**config.mk**
```make
export PLATFORM = sky130hd
export DESIGN_NAME = sscr_regs
export DESIGN_NICKNAME = d
export VERILOG_FILES = /design/src/sscr_pkg.sv /design/src/sscr_debounce.sv /design/src/sscr_regs.sv
export SDC_FILE = /design/constraint.sdc
export NUM_CORES = 1
export LEC_CHECK = 0
export BUFFER_PORTS_ARGS = -buffer_cell sky130_fd_sc_hd__buf_2
export CORE_MARGIN = 2
export CORE_UTILIZATION = 30
export CTS_CLUSTER_SIZE = 20
export DETAILED_ROUTE_END_ITERATION = 12
export GPL_ROUTABILITY_DRIVEN = 1
export PLACE_DENSITY_LB_ADDON = 0.05
export SKIP_CTS_REPAIR_TIMING = 1
export SLEW_MARGIN = 40
export SYNTH_ARGS = -nofsm -noshare
export SYNTH_HDL_FRONTEND = slang
export SYNTH_SLANG_ARGS = --single-unit
```
**constraint.sdc**
```tcl
create_clock -name i_core_clk -period 3.3 [get_ports i_core_clk]
set_clock_uncertainty 0.15 [all_clocks]
set_input_delay 0.66 -clock i_core_clk [delete_from_list [all_inputs] [get_ports i_core_clk]]
set_output_delay 0.66 -clock i_core_clk [all_outputs]
set_load 0.05 [all_outputs]
```
**src/sscr_pkg.sv**
```systemverilog
// What this block does
// - Regulator bit 0/4: off with output pulled down, or on with pull-down released.
// - Voltage bit 1/5 selects 1.8 V when 0, 2.95 V when 1.
// - State 00: pull-downs if regulator off, totem-pole low if regulator on.
// - State 01: isolated, pull-downs off, card outputs latched and driven.
// - State 11: active, pull-downs off, card outputs follow host inputs.
// - State 10 behaves as powered with pull-downs, like 00 with regulator on.
// - State bits and regulator bits are stored independently.
// - Regulator bits affect reported slot status bits, not stored state bits.
// - Battery debounce register holds 8-bit reload; zero disables debouncing.
// - Shutdown debounce register holds 8-bit reload; zero disables debouncing.
// - Writing a debounce register restarts a running counter with new value.
// - New debounce value takes effect within one timing-clock tick, except for a count that starts on the tick the write lands on.
// - Clock control bit 7 picks internal (0) or external (1) timing clock.
// - Slot status is 00 with regulator off; with it on, state, 00 showing as 10.
// - Battery debounce expiry updates the separate battery-not-present output, not the slot status.
package sscr_pkg;
    localparam logic [7:0] SSCR_ADDR_SLOT = 8'h08;
    localparam logic [7:0] SSCR_ADDR_BATDB = 8'h0A;
    localparam logic [7:0] SSCR_ADDR_SDNDB = 8'h0B;
    localparam logic [7:0] SSCR_ADDR_CLKSEL = 8'h0D;
    localparam logic [7:0] SSCR_RST_SLOT = 8'h00;
    localparam logic [7:0] SSCR_RST_DB = 8'h04;
    localparam logic [7:0] SSCR_RST_CLKSEL = 8'h00;
    localparam int SSCR_CLKSEL_BIT = 7;
    localparam logic [1:0] SSCR_ST_DOWN = 2'h0;
    localparam logic [1:0] SSCR_ST_ISO = 2'h1;
    localparam logic [1:0] SSCR_ST_PWR = 2'h2;
    localparam logic [1:0] SSCR_ST_ACT = 2'h3;

    typedef struct packed {
        logic [1:0] state;
        logic vsel;
        logic reg_on;
    } sscr_slot_s;

    typedef struct packed {
        logic reg_en;
        logic reg_pulldown;
        logic vsel_hi;
        logic card_pulldown;
        logic card_drive;
        logic card_follow;
        logic [1:0] status;
    } sscr_slot_out_s;

    function automatic sscr_slot_out_s sscr_decode(input sscr_slot_s s);
        sscr_slot_out_s o;
        o.reg_en = s.reg_on;
        o.reg_pulldown = ~s.reg_on;
        o.vsel_hi = s.vsel;
        // A powered slot left in state 00 reports as powered with pull-downs
        if (!s.reg_on) begin
            o.status = SSCR_ST_DOWN;
        end else if (s.state == SSCR_ST_DOWN) begin
            o.status = SSCR_ST_PWR;
        end else begin
            o.status = s.state;
        end
        o.card_pulldown = (o.status == SSCR_ST_DOWN) || (o.status == SSCR_ST_PWR);
        o.card_drive = (o.status != SSCR_ST_DOWN);
        o.card_follow = (o.status == SSCR_ST_ACT);
        return o;
    endfunction
endpackage

```
**src/sscr_debounce.sv**
```systemverilog
`timescale 1ns/100ps
`default_nettype none
module sscr_debounce import sscr_pkg::*; (
    input wire logic i_core_clk,
    input wire logic i_reset,
    input wire logic i_tick,
    input wire logic i_raw,
    input wire logic [7:0] i_reload,
    input wire logic i_reload_wr,
    output logic o_level,
    output logic o_changed
);
    typedef struct packed {
        logic level;
        logic changed;
        logic busy;
        logic restart;
        logic [7:0] cnt;
    } sscr_db_s;

    sscr_db_s st_ff;
    sscr_db_s nxt_st;

    always_comb begin
        nxt_st = st_ff;
        nxt_st.changed = 1'b0;
        if (i_reload == 8'h00) begin
            nxt_st.busy = 1'b0;
            nxt_st.restart = 1'b0;
            if (i_raw != st_ff.level) begin
                nxt_st.level = i_raw;
                nxt_st.changed = 1'b1;
            end
        end else if (i_tick) begin
            nxt_st.restart = 1'b0;
            if (i_raw == st_ff.level) begin
                nxt_st.busy = 1'b0;
            end else if (!st_ff.busy || st_ff.restart) begin
                nxt_st.busy = 1'b1;
                nxt_st.cnt = i_reload - 8'h01;
                if (i_reload == 8'h01) begin
                    nxt_st.level = i_raw;
                    nxt_st.changed = 1'b1;
                    nxt_st.busy = 1'b0;
                end
            end else if (st_ff.cnt <= 8'h01) begin
                nxt_st.level = i_raw;
                nxt_st.changed = 1'b1;
                nxt_st.busy = 1'b0;
            end else begin
                nxt_st.cnt = st_ff.cnt - 8'h01;
            end
        end
        // Set after the tick branch so a write landing on a tick is not lost
        if (i_reload_wr && st_ff.busy) begin
            nxt_st.restart = 1'b1;
        end
    end

    always_ff @(posedge i_core_clk) begin
        if (i_reset) begin
            st_ff <= '0;
        end else begin
            st_ff <= nxt_st;
        end
    end

    assign o_level = st_ff.level;
    assign o_changed = st_ff.changed;

    chk_zero_bypass: assert property (@(posedge i_core_clk) disable iff (i_reset)
        (i_reload == 8'h00 && i_raw != o_level) |=> o_level == $past(i_raw))
        else $error("zero reload did not bypass debounce");
    chk_hold_stable: assert property (@(posedge i_core_clk) disable iff (i_reset)
        (!i_tick && i_reload != 8'h00) |=> $stable(o_level))
        else $error("level changed without a tick");
endmodule
`default_nettype wire

```
**src/sscr_regs.sv**
```systemverilog
`timescale 1ns/100ps
`default_nettype none
module sscr_regs import sscr_pkg::*; #(
    parameter int SSCR_SYNC = 3
) (
    input wire logic i_core_clk,
    input wire logic i_reset,
    input wire logic i_wr_en,
    input wire logic [7:0] i_addr,
    input wire logic [7:0] i_wdata,
    output logic [7:0] o_rdata,
    input wire logic i_tick_int,
    input wire logic i_tick_ext,
    input wire logic i_battery_presence_input,
    input wire logic i_shutdown_input,
    output sscr_slot_out_s o_card_slot_one,
    output sscr_slot_out_s o_card_slot_two,
    output logic o_ext_clk_sel,
    output logic o_battery_not_present,
    output logic o_shutdown_level,
    output logic [3:0] o_slot_status
);
    typedef struct packed {
        sscr_slot_s slot_two;
        sscr_slot_s slot_one;
        logic [7:0] bat_db;
        logic [7:0] sdn_db;
        logic [7:0] clksel;
        logic [7:0] rdata;
        logic [2:0] tick_sync;
        logic [2:0] bat_sync;
        logic [2:0] sdn_sync;
        logic tick_last;
    } sscr_regs_s;

    sscr_regs_s st_ff;
    sscr_regs_s nxt_st;
    logic tick_pulse;
    logic bat_level;
    logic sdn_level;
    logic wr_slot;
    logic wr_bat;
    logic wr_sdn;
    logic wr_clk;
    logic bat_in_ok;
    logic sdn_in_ok;
    sscr_slot_out_s dec_one;
    sscr_slot_out_s dec_two;

    ////////////////////////////////////////////////////////////////////////////////
    assign wr_slot = i_wr_en && (i_addr == SSCR_ADDR_SLOT);
    assign wr_bat = i_wr_en && (i_addr == SSCR_ADDR_BATDB);
    assign wr_sdn = i_wr_en && (i_addr == SSCR_ADDR_SDNDB);
    assign wr_clk = i_wr_en && (i_addr == SSCR_ADDR_CLKSEL);
    // Pin levels count once the second and third stage agree
    assign bat_in_ok = st_ff.bat_sync[1] ~^ st_ff.bat_sync[2];
    assign sdn_in_ok = st_ff.sdn_sync[1] ~^ st_ff.sdn_sync[2];
    assign tick_pulse = (st_ff.tick_sync[1] == st_ff.tick_sync[2]) &&
        st_ff.tick_sync[2] && !st_ff.tick_last;
    assign dec_one = sscr_decode(st_ff.slot_one);
    assign dec_two = sscr_decode(st_ff.slot_two);

    always_comb begin
        nxt_st = st_ff;
        nxt_st.tick_sync = {st_ff.tick_sync[1:0],
            st_ff.clksel[SSCR_CLKSEL_BIT] ? i_tick_ext : i_tick_int};
        nxt_st.bat_sync = {st_ff.bat_sync[1:0], i_battery_presence_input};
        nxt_st.sdn_sync = {st_ff.sdn_sync[1:0], i_shutdown_input};
        if (st_ff.tick_sync[1] == st_ff.tick_sync[2]) begin
            nxt_st.tick_last = st_ff.tick_sync[2];
        end
        if (wr_slot) begin
            // Both fields come from one byte but land in separate fields
            nxt_st.slot_one.reg_on = i_wdata[0];
            nxt_st.slot_one.vsel = i_wdata[1];
            nxt_st.slot_one.state = i_wdata[3:2];
            nxt_st.slot_two.reg_on = i_wdata[4];
            nxt_st.slot_two.vsel = i_wdata[5];
            nxt_st.slot_two.state = i_wdata[7:6];
        end
        if (wr_bat) begin
            nxt_st.bat_db = i_wdata;
        end
        if (wr_sdn) begin
            nxt_st.sdn_db = i_wdata;
        end
        if (wr_clk) begin
            nxt_st.clksel = i_wdata;
        end
        unique case (i_addr)
            SSCR_ADDR_SLOT: nxt_st.rdata = {st_ff.slot_two.state, st_ff.slot_two.vsel,
                st_ff.slot_two.reg_on, st_ff.slot_one.state, st_ff.slot_one.vsel,
                st_ff.slot_one.reg_on};
            SSCR_ADDR_BATDB: nxt_st.rdata = st_ff.bat_db;
            SSCR_ADDR_SDNDB: nxt_st.rdata = st_ff.sdn_db;
            SSCR_ADDR_CLKSEL: nxt_st.rdata = st_ff.clksel;
            default: nxt_st.rdata = 8'h00;
        endcase
    end

    always_ff @(posedge i_core_clk) begin
        if (i_reset) begin
            st_ff <= '0;
            st_ff.slot_one <= SSCR_RST_SLOT[3:0];
            st_ff.slot_two <= SSCR_RST_SLOT[7:4];
            st_ff.bat_db <= SSCR_RST_DB;
            st_ff.sdn_db <= SSCR_RST_DB;
            st_ff.clksel <= SSCR_RST_CLKSEL;
        end else begin
            st_ff <= nxt_st;
        end
    end

    ////////////////////////////////////////////////////////////////////////////////
    sscr_debounce u_bat_db (
        .i_core_clk(i_core_clk),
        .i_reset(i_reset),
        .i_tick(tick_pulse),
        .i_raw(bat_in_ok ? st_ff.bat_sync[2] : bat_level),
        .i_reload(st_ff.bat_db),
        .i_reload_wr(wr_bat),
        .o_level(bat_level),
        .o_changed()
    );

    sscr_debounce u_sdn_db (
        .i_core_clk(i_core_clk),
        .i_reset(i_reset),
        .i_tick(tick_pulse),
        .i_raw(sdn_in_ok ? st_ff.sdn_sync[2] : sdn_level),
        .i_reload(st_ff.sdn_db),
        .i_reload_wr(wr_sdn),
        .o_level(sdn_level),
        .o_changed()
    );

    ////////////////////////////////////////////////////////////////////////////////
    // Status is the decoded view; stored state bits stay untouched
    assign o_slot_status = {dec_two.status, dec_one.status};
    assign o_card_slot_one = dec_one;
    assign o_card_slot_two = dec_two;
    assign o_rdata = st_ff.rdata;
    assign o_ext_clk_sel = st_ff.clksel[SSCR_CLKSEL_BIT];
    // Low level on the presence input means the pack is gone
    assign o_battery_not_present = ~bat_level;
    assign o_shutdown_level = sdn_level;

    ////////////////////////////////////////////////////////////////////////////////
    chk_status_off: assert property (@(posedge i_core_clk) disable iff (i_reset)
        !st_ff.slot_one.reg_on |-> dec_one.status == SSCR_ST_DOWN)
        else $error("slot one status not down with regulator off");
    chk_status_on: assert property (@(posedge i_core_clk) disable iff (i_reset)
        st_ff.slot_two.reg_on |-> dec_two.status == ((st_ff.slot_two.state == SSCR_ST_DOWN) ?
        SSCR_ST_PWR : st_ff.slot_two.state))
        else $error("slot two status does not mirror state");
    chk_reg_pull: assert property (@(posedge i_core_clk) disable iff (i_reset)
        dec_one.reg_en != dec_one.reg_pulldown)
        else $error("regulator and pull-down overlap");
    chk_slot_write: assert property (@(posedge i_core_clk) disable iff (i_reset)
        wr_slot |=> st_ff.slot_one.state == $past(i_wdata[3:2]) &&
        st_ff.slot_two.reg_on == $past(i_wdata[4]))
        else $error("slot control write not stored");
    chk_vsel: assert property (@(posedge i_core_clk) disable iff (i_reset)
        wr_slot |=> o_card_slot_two.vsel_hi == $past(i_wdata[5]))
        else $error("voltage select not applied");
    chk_state_ten: assert property (@(posedge i_core_clk) disable iff (i_reset)
        (st_ff.slot_one.reg_on && st_ff.slot_one.state == SSCR_ST_PWR) |->
        dec_one.card_pulldown && dec_one.card_drive && !dec_one.card_follow)
        else $error("state 10 not powered with pull-downs");
    chk_active: assert property (@(posedge i_core_clk) disable iff (i_reset)
        dec_two.status == SSCR_ST_ACT |-> dec_two.card_follow && !dec_two.card_pulldown)
        else $error("active slot not following");
    chk_isolated: assert property (@(posedge i_core_clk) disable iff (i_reset)
        dec_one.status == SSCR_ST_ISO |->
        dec_one.card_drive && !dec_one.card_follow && !dec_one.card_pulldown)
        else $error("isolated slot not latched");
    chk_clk_sel: assert property (@(posedge i_core_clk) disable iff (i_reset)
        wr_clk |=> o_ext_clk_sel == $past(i_wdata[SSCR_CLKSEL_BIT]))
        else $error("clock select not stored");
    cov_active: cover property (@(posedge i_core_clk) dec_one.status == SSCR_ST_ACT);
    cov_bat_gone: cover property (@(posedge i_core_clk) $rose(o_battery_not_present));
    cov_db_rewrite: cover property (@(posedge i_core_clk) wr_sdn ##1 tick_pulse);
endmodule
`default_nettype wire

```
======== Word-level counts from Yosys, hierarchy flattened ========
Cells that the tools add are included.
word-level totals
  register bits ........................... 72
  latch bits .............................. 0
  memory bits (writable) .................. 0
  ROM bits ................................ 0
  input bits .............................. 23
  output and inout port bits .............. 31
  logic and storage cells ................. 131
  memories kept ........................... 0
cells by class
  add/subtract/negate cells ............... 4
  multipliers ............................. 0
  divide/modulo/power cells ............... 0
  order comparisons ....................... 2
  equality and inequality tests ........... 23
  shift operators ......................... 0
  multiplexer cells ....................... 32
  bitwise operators ....................... 9
  reduce and logical (&&, ||, !) cells .... 39
operator list
  cell                                                                              count
  8-bit two-way mux                                                                 6
  8-bit by 4-bit == test with 1-bit output, second input constant                   4
  8-bit one-hot mux with 4 select lines                                             1
  8-bit by 1-bit subtractor with 8-bit output, second input constant                4
  12-bit two-way mux                                                                2
  3-bit two-way mux                                                                 6
  3-bit nonzero test                                                                6
  8-bit by 1-bit == test with 1-bit output, second input constant                   2
  8-bit by 1-bit less-or-equal comparator with 1-bit output, second input constant  2
  8-bit logical NOT                                                                 2
  2-bit two-way mux                                                                 8
  5-bit AND reduction                                                               2
  2-bit == test, second input constant                                              4
  1-bit logical AND                                                                 8
  2-bit logical NOT                                                                 4
  4-bit two-way mux                                                                 2
  2-bit by 1-bit inequality test with 1-bit output, second input constant           4
  4-bit AND reduction                                                               2
  2-bit nonzero test                                                                4
  1-bit two-way mux                                                                 7
  1-bit inverter                                                                    7
  3-bit by 2-bit inequality test with 1-bit output, second input constant           2
  1-bit logical OR                                                                  4
  2-bit inequality test, second input constant                                      2
  other kinds (6)                                                                   14

======== Depth between registers and ports, before layout ========
  word-level depth ........................ 8
  depth in mapped cells ................... 8
  depth with buffers taken out ............ 7

======== By module ========
From an unflattened synthesis, not the netlist that was laid out.
unflattened totals
  cell total of the unflattened synthesis .. 488
  area total of the unflattened synthesis .. 4,446.8 sq um
modules (own cells, without submodules)
  module         times used  cells an instance  area an instance (sq um)
  sscr_regs      1           242                2,454.9
  sscr_debounce  2           123                996.0

======== Worst setup path after synthesis ========
Ideal clock, no wire load.
  path type ............................... register -> output
  from .................................... register st_ff, in the netlist o_card_slot_one[7]
  to ...................................... output o_slot_status[1]
  arrival time ............................ 1.828 ns
  slack ................................... 0.662 ns
  stages on the path, launching flop included .. 4
  path buffers ............................ 1
  cell sequence ........................... dfxtp_1 > inv_1 > a21oi_1 > buf_4
RTL lines
  element                 RTL line          source
  start, declared         sscr_regs.sv:36   sscr_regs_s st_ff;
  start signal, assigned  sscr_regs.sv:110  st_ff <= nxt_st;
  end, declared           sscr_regs.sv:21   output logic [3:0] o_slot_status

======== Worst setup path in the final report ========
  from .................................... register u_sdn_db.st_ff, in the netlist u_sdn_db.o_level
  to ...................................... register u_sdn_db.st_ff[0] (netlist name)
on the way
  word-level cells in the longest chain between the ends .. 4
RTL lines
  element                                 RTL line             source
  start, declared                         sscr_debounce.sv:21  sscr_db_s st_ff;
  start signal, assigned                  sscr_debounce.sv:64  st_ff <= nxt_st;
  1-bit two-way mux                       sscr_regs.sv:130     .i_raw(sdn_in_ok ? st_ff.sdn_sync[2] : sdn_level),
  1-bit == test *                         sscr_debounce.sv:36  if (i_raw == st_ff.level) begin
  1-bit inverter (no source line) *       --
  4-bit AND reduction (no source line) *  --
Every way passes the cells marked *; elsewhere a longest branch is shown, timed or not.
A chain may end at the register's enable or synchronous reset.

==> flow_summary.ini <==
[clocking]
root_buffer = clkbuf_16
cts_max_path_buffers = 2
cts_buffers = 9
insertion_delay_ns = 0.34
clkTransAtPathRegs_ns = 0.06
h-tree-depth = 3
cts_sinks = 72
cts_tree = built

[floorplanning]
initial_core_util = 0.305
io_pins = 54
rows = 41
die_area_um2 = 13600
die_h_um = 117
die_x_um = 117
core_area_um2 = 12500

[logic_synthesis]
synth_flop_cell = dfxtp_1
syn_area_um2 = 3810
async_flop_share = 0
postSynthCellCount = 455
synth_nets = 491
yosysUniqueCellTypes = 59
synth_edf_count = 0
synth_seq_cells = 72
yosysWarnings = 0
syn_avg_cell_area_um2 = 8.38
synth-seq-area-share = 0.378

[layout]
finalCoreUtilization = 0.354
diodes = 0
stdcell_count = 661
syn_to_final_growth_pct = 16.3
fillCellCount = 1366
finalNetCount = 521
drive_above_1_share = 0.176

[pwr]
pwr-share-comb = 0.034
ir_drop_mv = 0.224
sequentialPowerShare = 0.450
p_switching_mw = 0.410
pwr_density_cell_nw_per_um2 = 440
clock_power_share = 0.517
switching_share = 0.210
leakagePower_nw = 1.78
p_int_mw = 1.54

[hold_path]
min_path_type = register to register

[worst_setup_path]
end_kind = register
worstReg2RegStart = u_sdn_db.o_level
slowest_delay_ns = 0.43
endpoint = u_sdn_db.st_ff[0]
path_max_fanout = 14
cp-startpoint = u_sdn_db.o_level
worstSetupPathType = register to register
required_ns = 3.42
ff2ff_path_depth = 7
crit_slowest_cell = or2_1
regToRegSetupSlack_ns = 0.51
worstReg2RegEnd = u_sdn_db.st_ff[0]
critPathLaunchType = register
cp_cell_sequence = maj3_1 -> ha_1 -> nor3b_1 -> o21ai_1 -> or2_1 -> or3_1 -> a31oi_1
critical_path_arrival_ns = 2.91

[drt]
vias = 3230
drc = 0
wl_per_cell_um = 15.1
ant_nets = 0
drt_wl_total_mm = 9.96
viasPerCell = 4.89
first_iter_violations = 230
drt_first_pass_iters = 6

[sta]
max_slew_margin = 0.546
period_share = 0.845
final-setup-viol-count = 0
worst_pin_slew_ns = 0.678
setup-tns-final_ns = 0
slew_violations = 0
rsz0062_at_grt = no
finalHoldViolations = 0
fmax_mhz = 358
fin_crit_ns = 2.79

[global_route]
gr-usage-met2 = 0.255
grt_start_max_net_pins = 53
gr-usage-met3 = 0.0503
antenna_found_initial = 0
grt_pass1_wl_mm = 16.3
top_usage_layer = met2
grt_usage = 0.157
grt_overflow = 0
grt_pass1_vias = 3126
grt_use_met1 = 0.199

[job]
cap_violations = 0

[placement]
placed_cells = 646
hpwlAfterDp_mm = 7.27
port_buffers = 53
gp_congestion = 0.769

[outcome]
outcome = complete, no violations
-- sequential cells by signal (all words and copies together) (netlist names), 2 cells and up --
signal and flops:
nxt_st 6, o_card_slot_one 2, o_card_slot_two 2, o_rdata 8, st_ff 31, u_bat_db.st_ff 10, u_sdn_db.st_ff 10
-- cells in the final DEF (no fill, tap or decap), types with 3 or more instances in the layout --
cell type / instances
a21oi_1: 40
a222oi_1: 4
a22o_1: 10
a22oi_1: 5
a31oi_1: 5
and3_1: 4
buf_2: 53
buf_4: 5
clkbuf_16: 9
clkbuf_8: 3
dfxtp_1: 72
ha_1: 13
inv_1: 19
mux2i_1: 20
nand2_1: 46
nand2b_1: 6
nand3_1: 16
nor2_1: 49
nor2b_1: 12
nor3_1: 10
nor3b_1: 4
nor4_1: 4
o21ai_0: 5
o21ai_1: 5
o32ai_1: 3
o41ai_1: 3
or3_1: 6
or4_1: 3
xnor2_1: 6
xor2_1: 8
-- through the flow --
step / total power, mW / hold WS (ns) / worst slack, ns / area [um2]
finish: 1.95 / 0.295 / 0.510 / 4440
global route: 2.03 / 0.321 / 0.292 / 4440
CTS: 1.99 / 0.304 / 0.515 / 4440
detailed placement: 0.963 / 0.279 / 0.527 / 4130
global placement: 0.963 / 0.290 / 0.661 / 4130
floorplan: 0.926 / 0.264 / 0.662 / 3810
-- final cells by class --
type / instances / area [um2] / share of cell area
clock buffers: 13 / 270 / 0.0609
clock inverters: 2 / 37.5 / 0.00846
inverters: 20 / 75.1 / 0.0169
multi-input cells: 323 / 2070 / 0.468
flip-flops and latches: 72 / 1440 / 0.325
well taps: 172 / 215 / 0.0485
repair buffers: 59 / 323 / 0.0728
-- critical path: cells and delay by family, from the launching register on --
| kind | cells | cell delay (ns) |
|---|---|---|
| adders and majority gates | 2 | 0.69 |
| DFF | 1 | 0.32 |
| and+or+nand+nor | 3 | 1.17 |
| AOI/OAI and AO/OA | 2 | 0.40 |
-- cell usage after synthesis, types with 4 or more instances --
master	n	area, um2
nor2_1	49	184
and3_1	4	25.0
or3_1	6	37.5
nor2b_1	12	75.1
ha_1	13	163
o21ai_0	5	25.0
xnor2_1	6	52.6
nor4_1	4	25.0
buf_4	17	128
nor3_1	10	50.1
xor2_1	8	70.1
clkbuf_1	21	78.8
nand2_1	46	173
nor3b_1	4	30.0
dfxtp_1	72	1440
nand3_1	16	80.1
mux2i_1	20	200
inv_1	19	71.3
a22oi_1	5	37.5
a31oi_1	5	31.3
nand2b_1	6	37.5
a222oi_1	4	40.0
o21ai_1	5	25.0
a22o_1	10	87.6
a21oi_1	40	200
-- cells by family (layout without fill, tap and decap cells) --
kind of cell,after synthesis,count (layout),share of synthesized area
and+or+nand+nor,178,178,0.240
AOI/OAI and AO/OA,96,96,0.171
DFF,72,72,0.378
buffers and inverters,60,94,0.0781
muxes,20,20,0.0525
adders and majority gates,15,15,0.0479
xor gates and xnor gates,14,14,0.0322
-- how the worst min path moves through the flow --
stage          cells past startpoint  startpoint   endpoint  slack, ns
2_1_floorplan                      1   nxt_st[2]  nxt_st[3]       0.26
3_3_place_gp                       1   nxt_st[8]  nxt_st[9]       0.29
3_5_place_dp                       1   nxt_st[8]  nxt_st[9]       0.28
4_1_cts                            1   nxt_st[2]  nxt_st[3]       0.30
5_1_grt                            1   nxt_st[8]  nxt_st[9]       0.32
6_report                           1   nxt_st[2]  nxt_st[3]       0.29
-- power groups by stage --
stage	sequential [mW]	combinational, mW	clock (mW)
final	0.877	0.0654	1.01
after global routing	0.877	0.0723	1.08
after CTS	0.877	0.0675	1.05
after detailed placement	0.896	0.0674	0
after global placement	0.896	0.0674	0
after floorplan	0.895	0.0309	0
-- layer usage --
metal	up-vias	part of all wire
met5	-	0
met2	47	0.47
met1	1518	0.48
met3	11	0.039
li1	1654	-
met4	0	0.012
(Power assumes the default switching activity.)
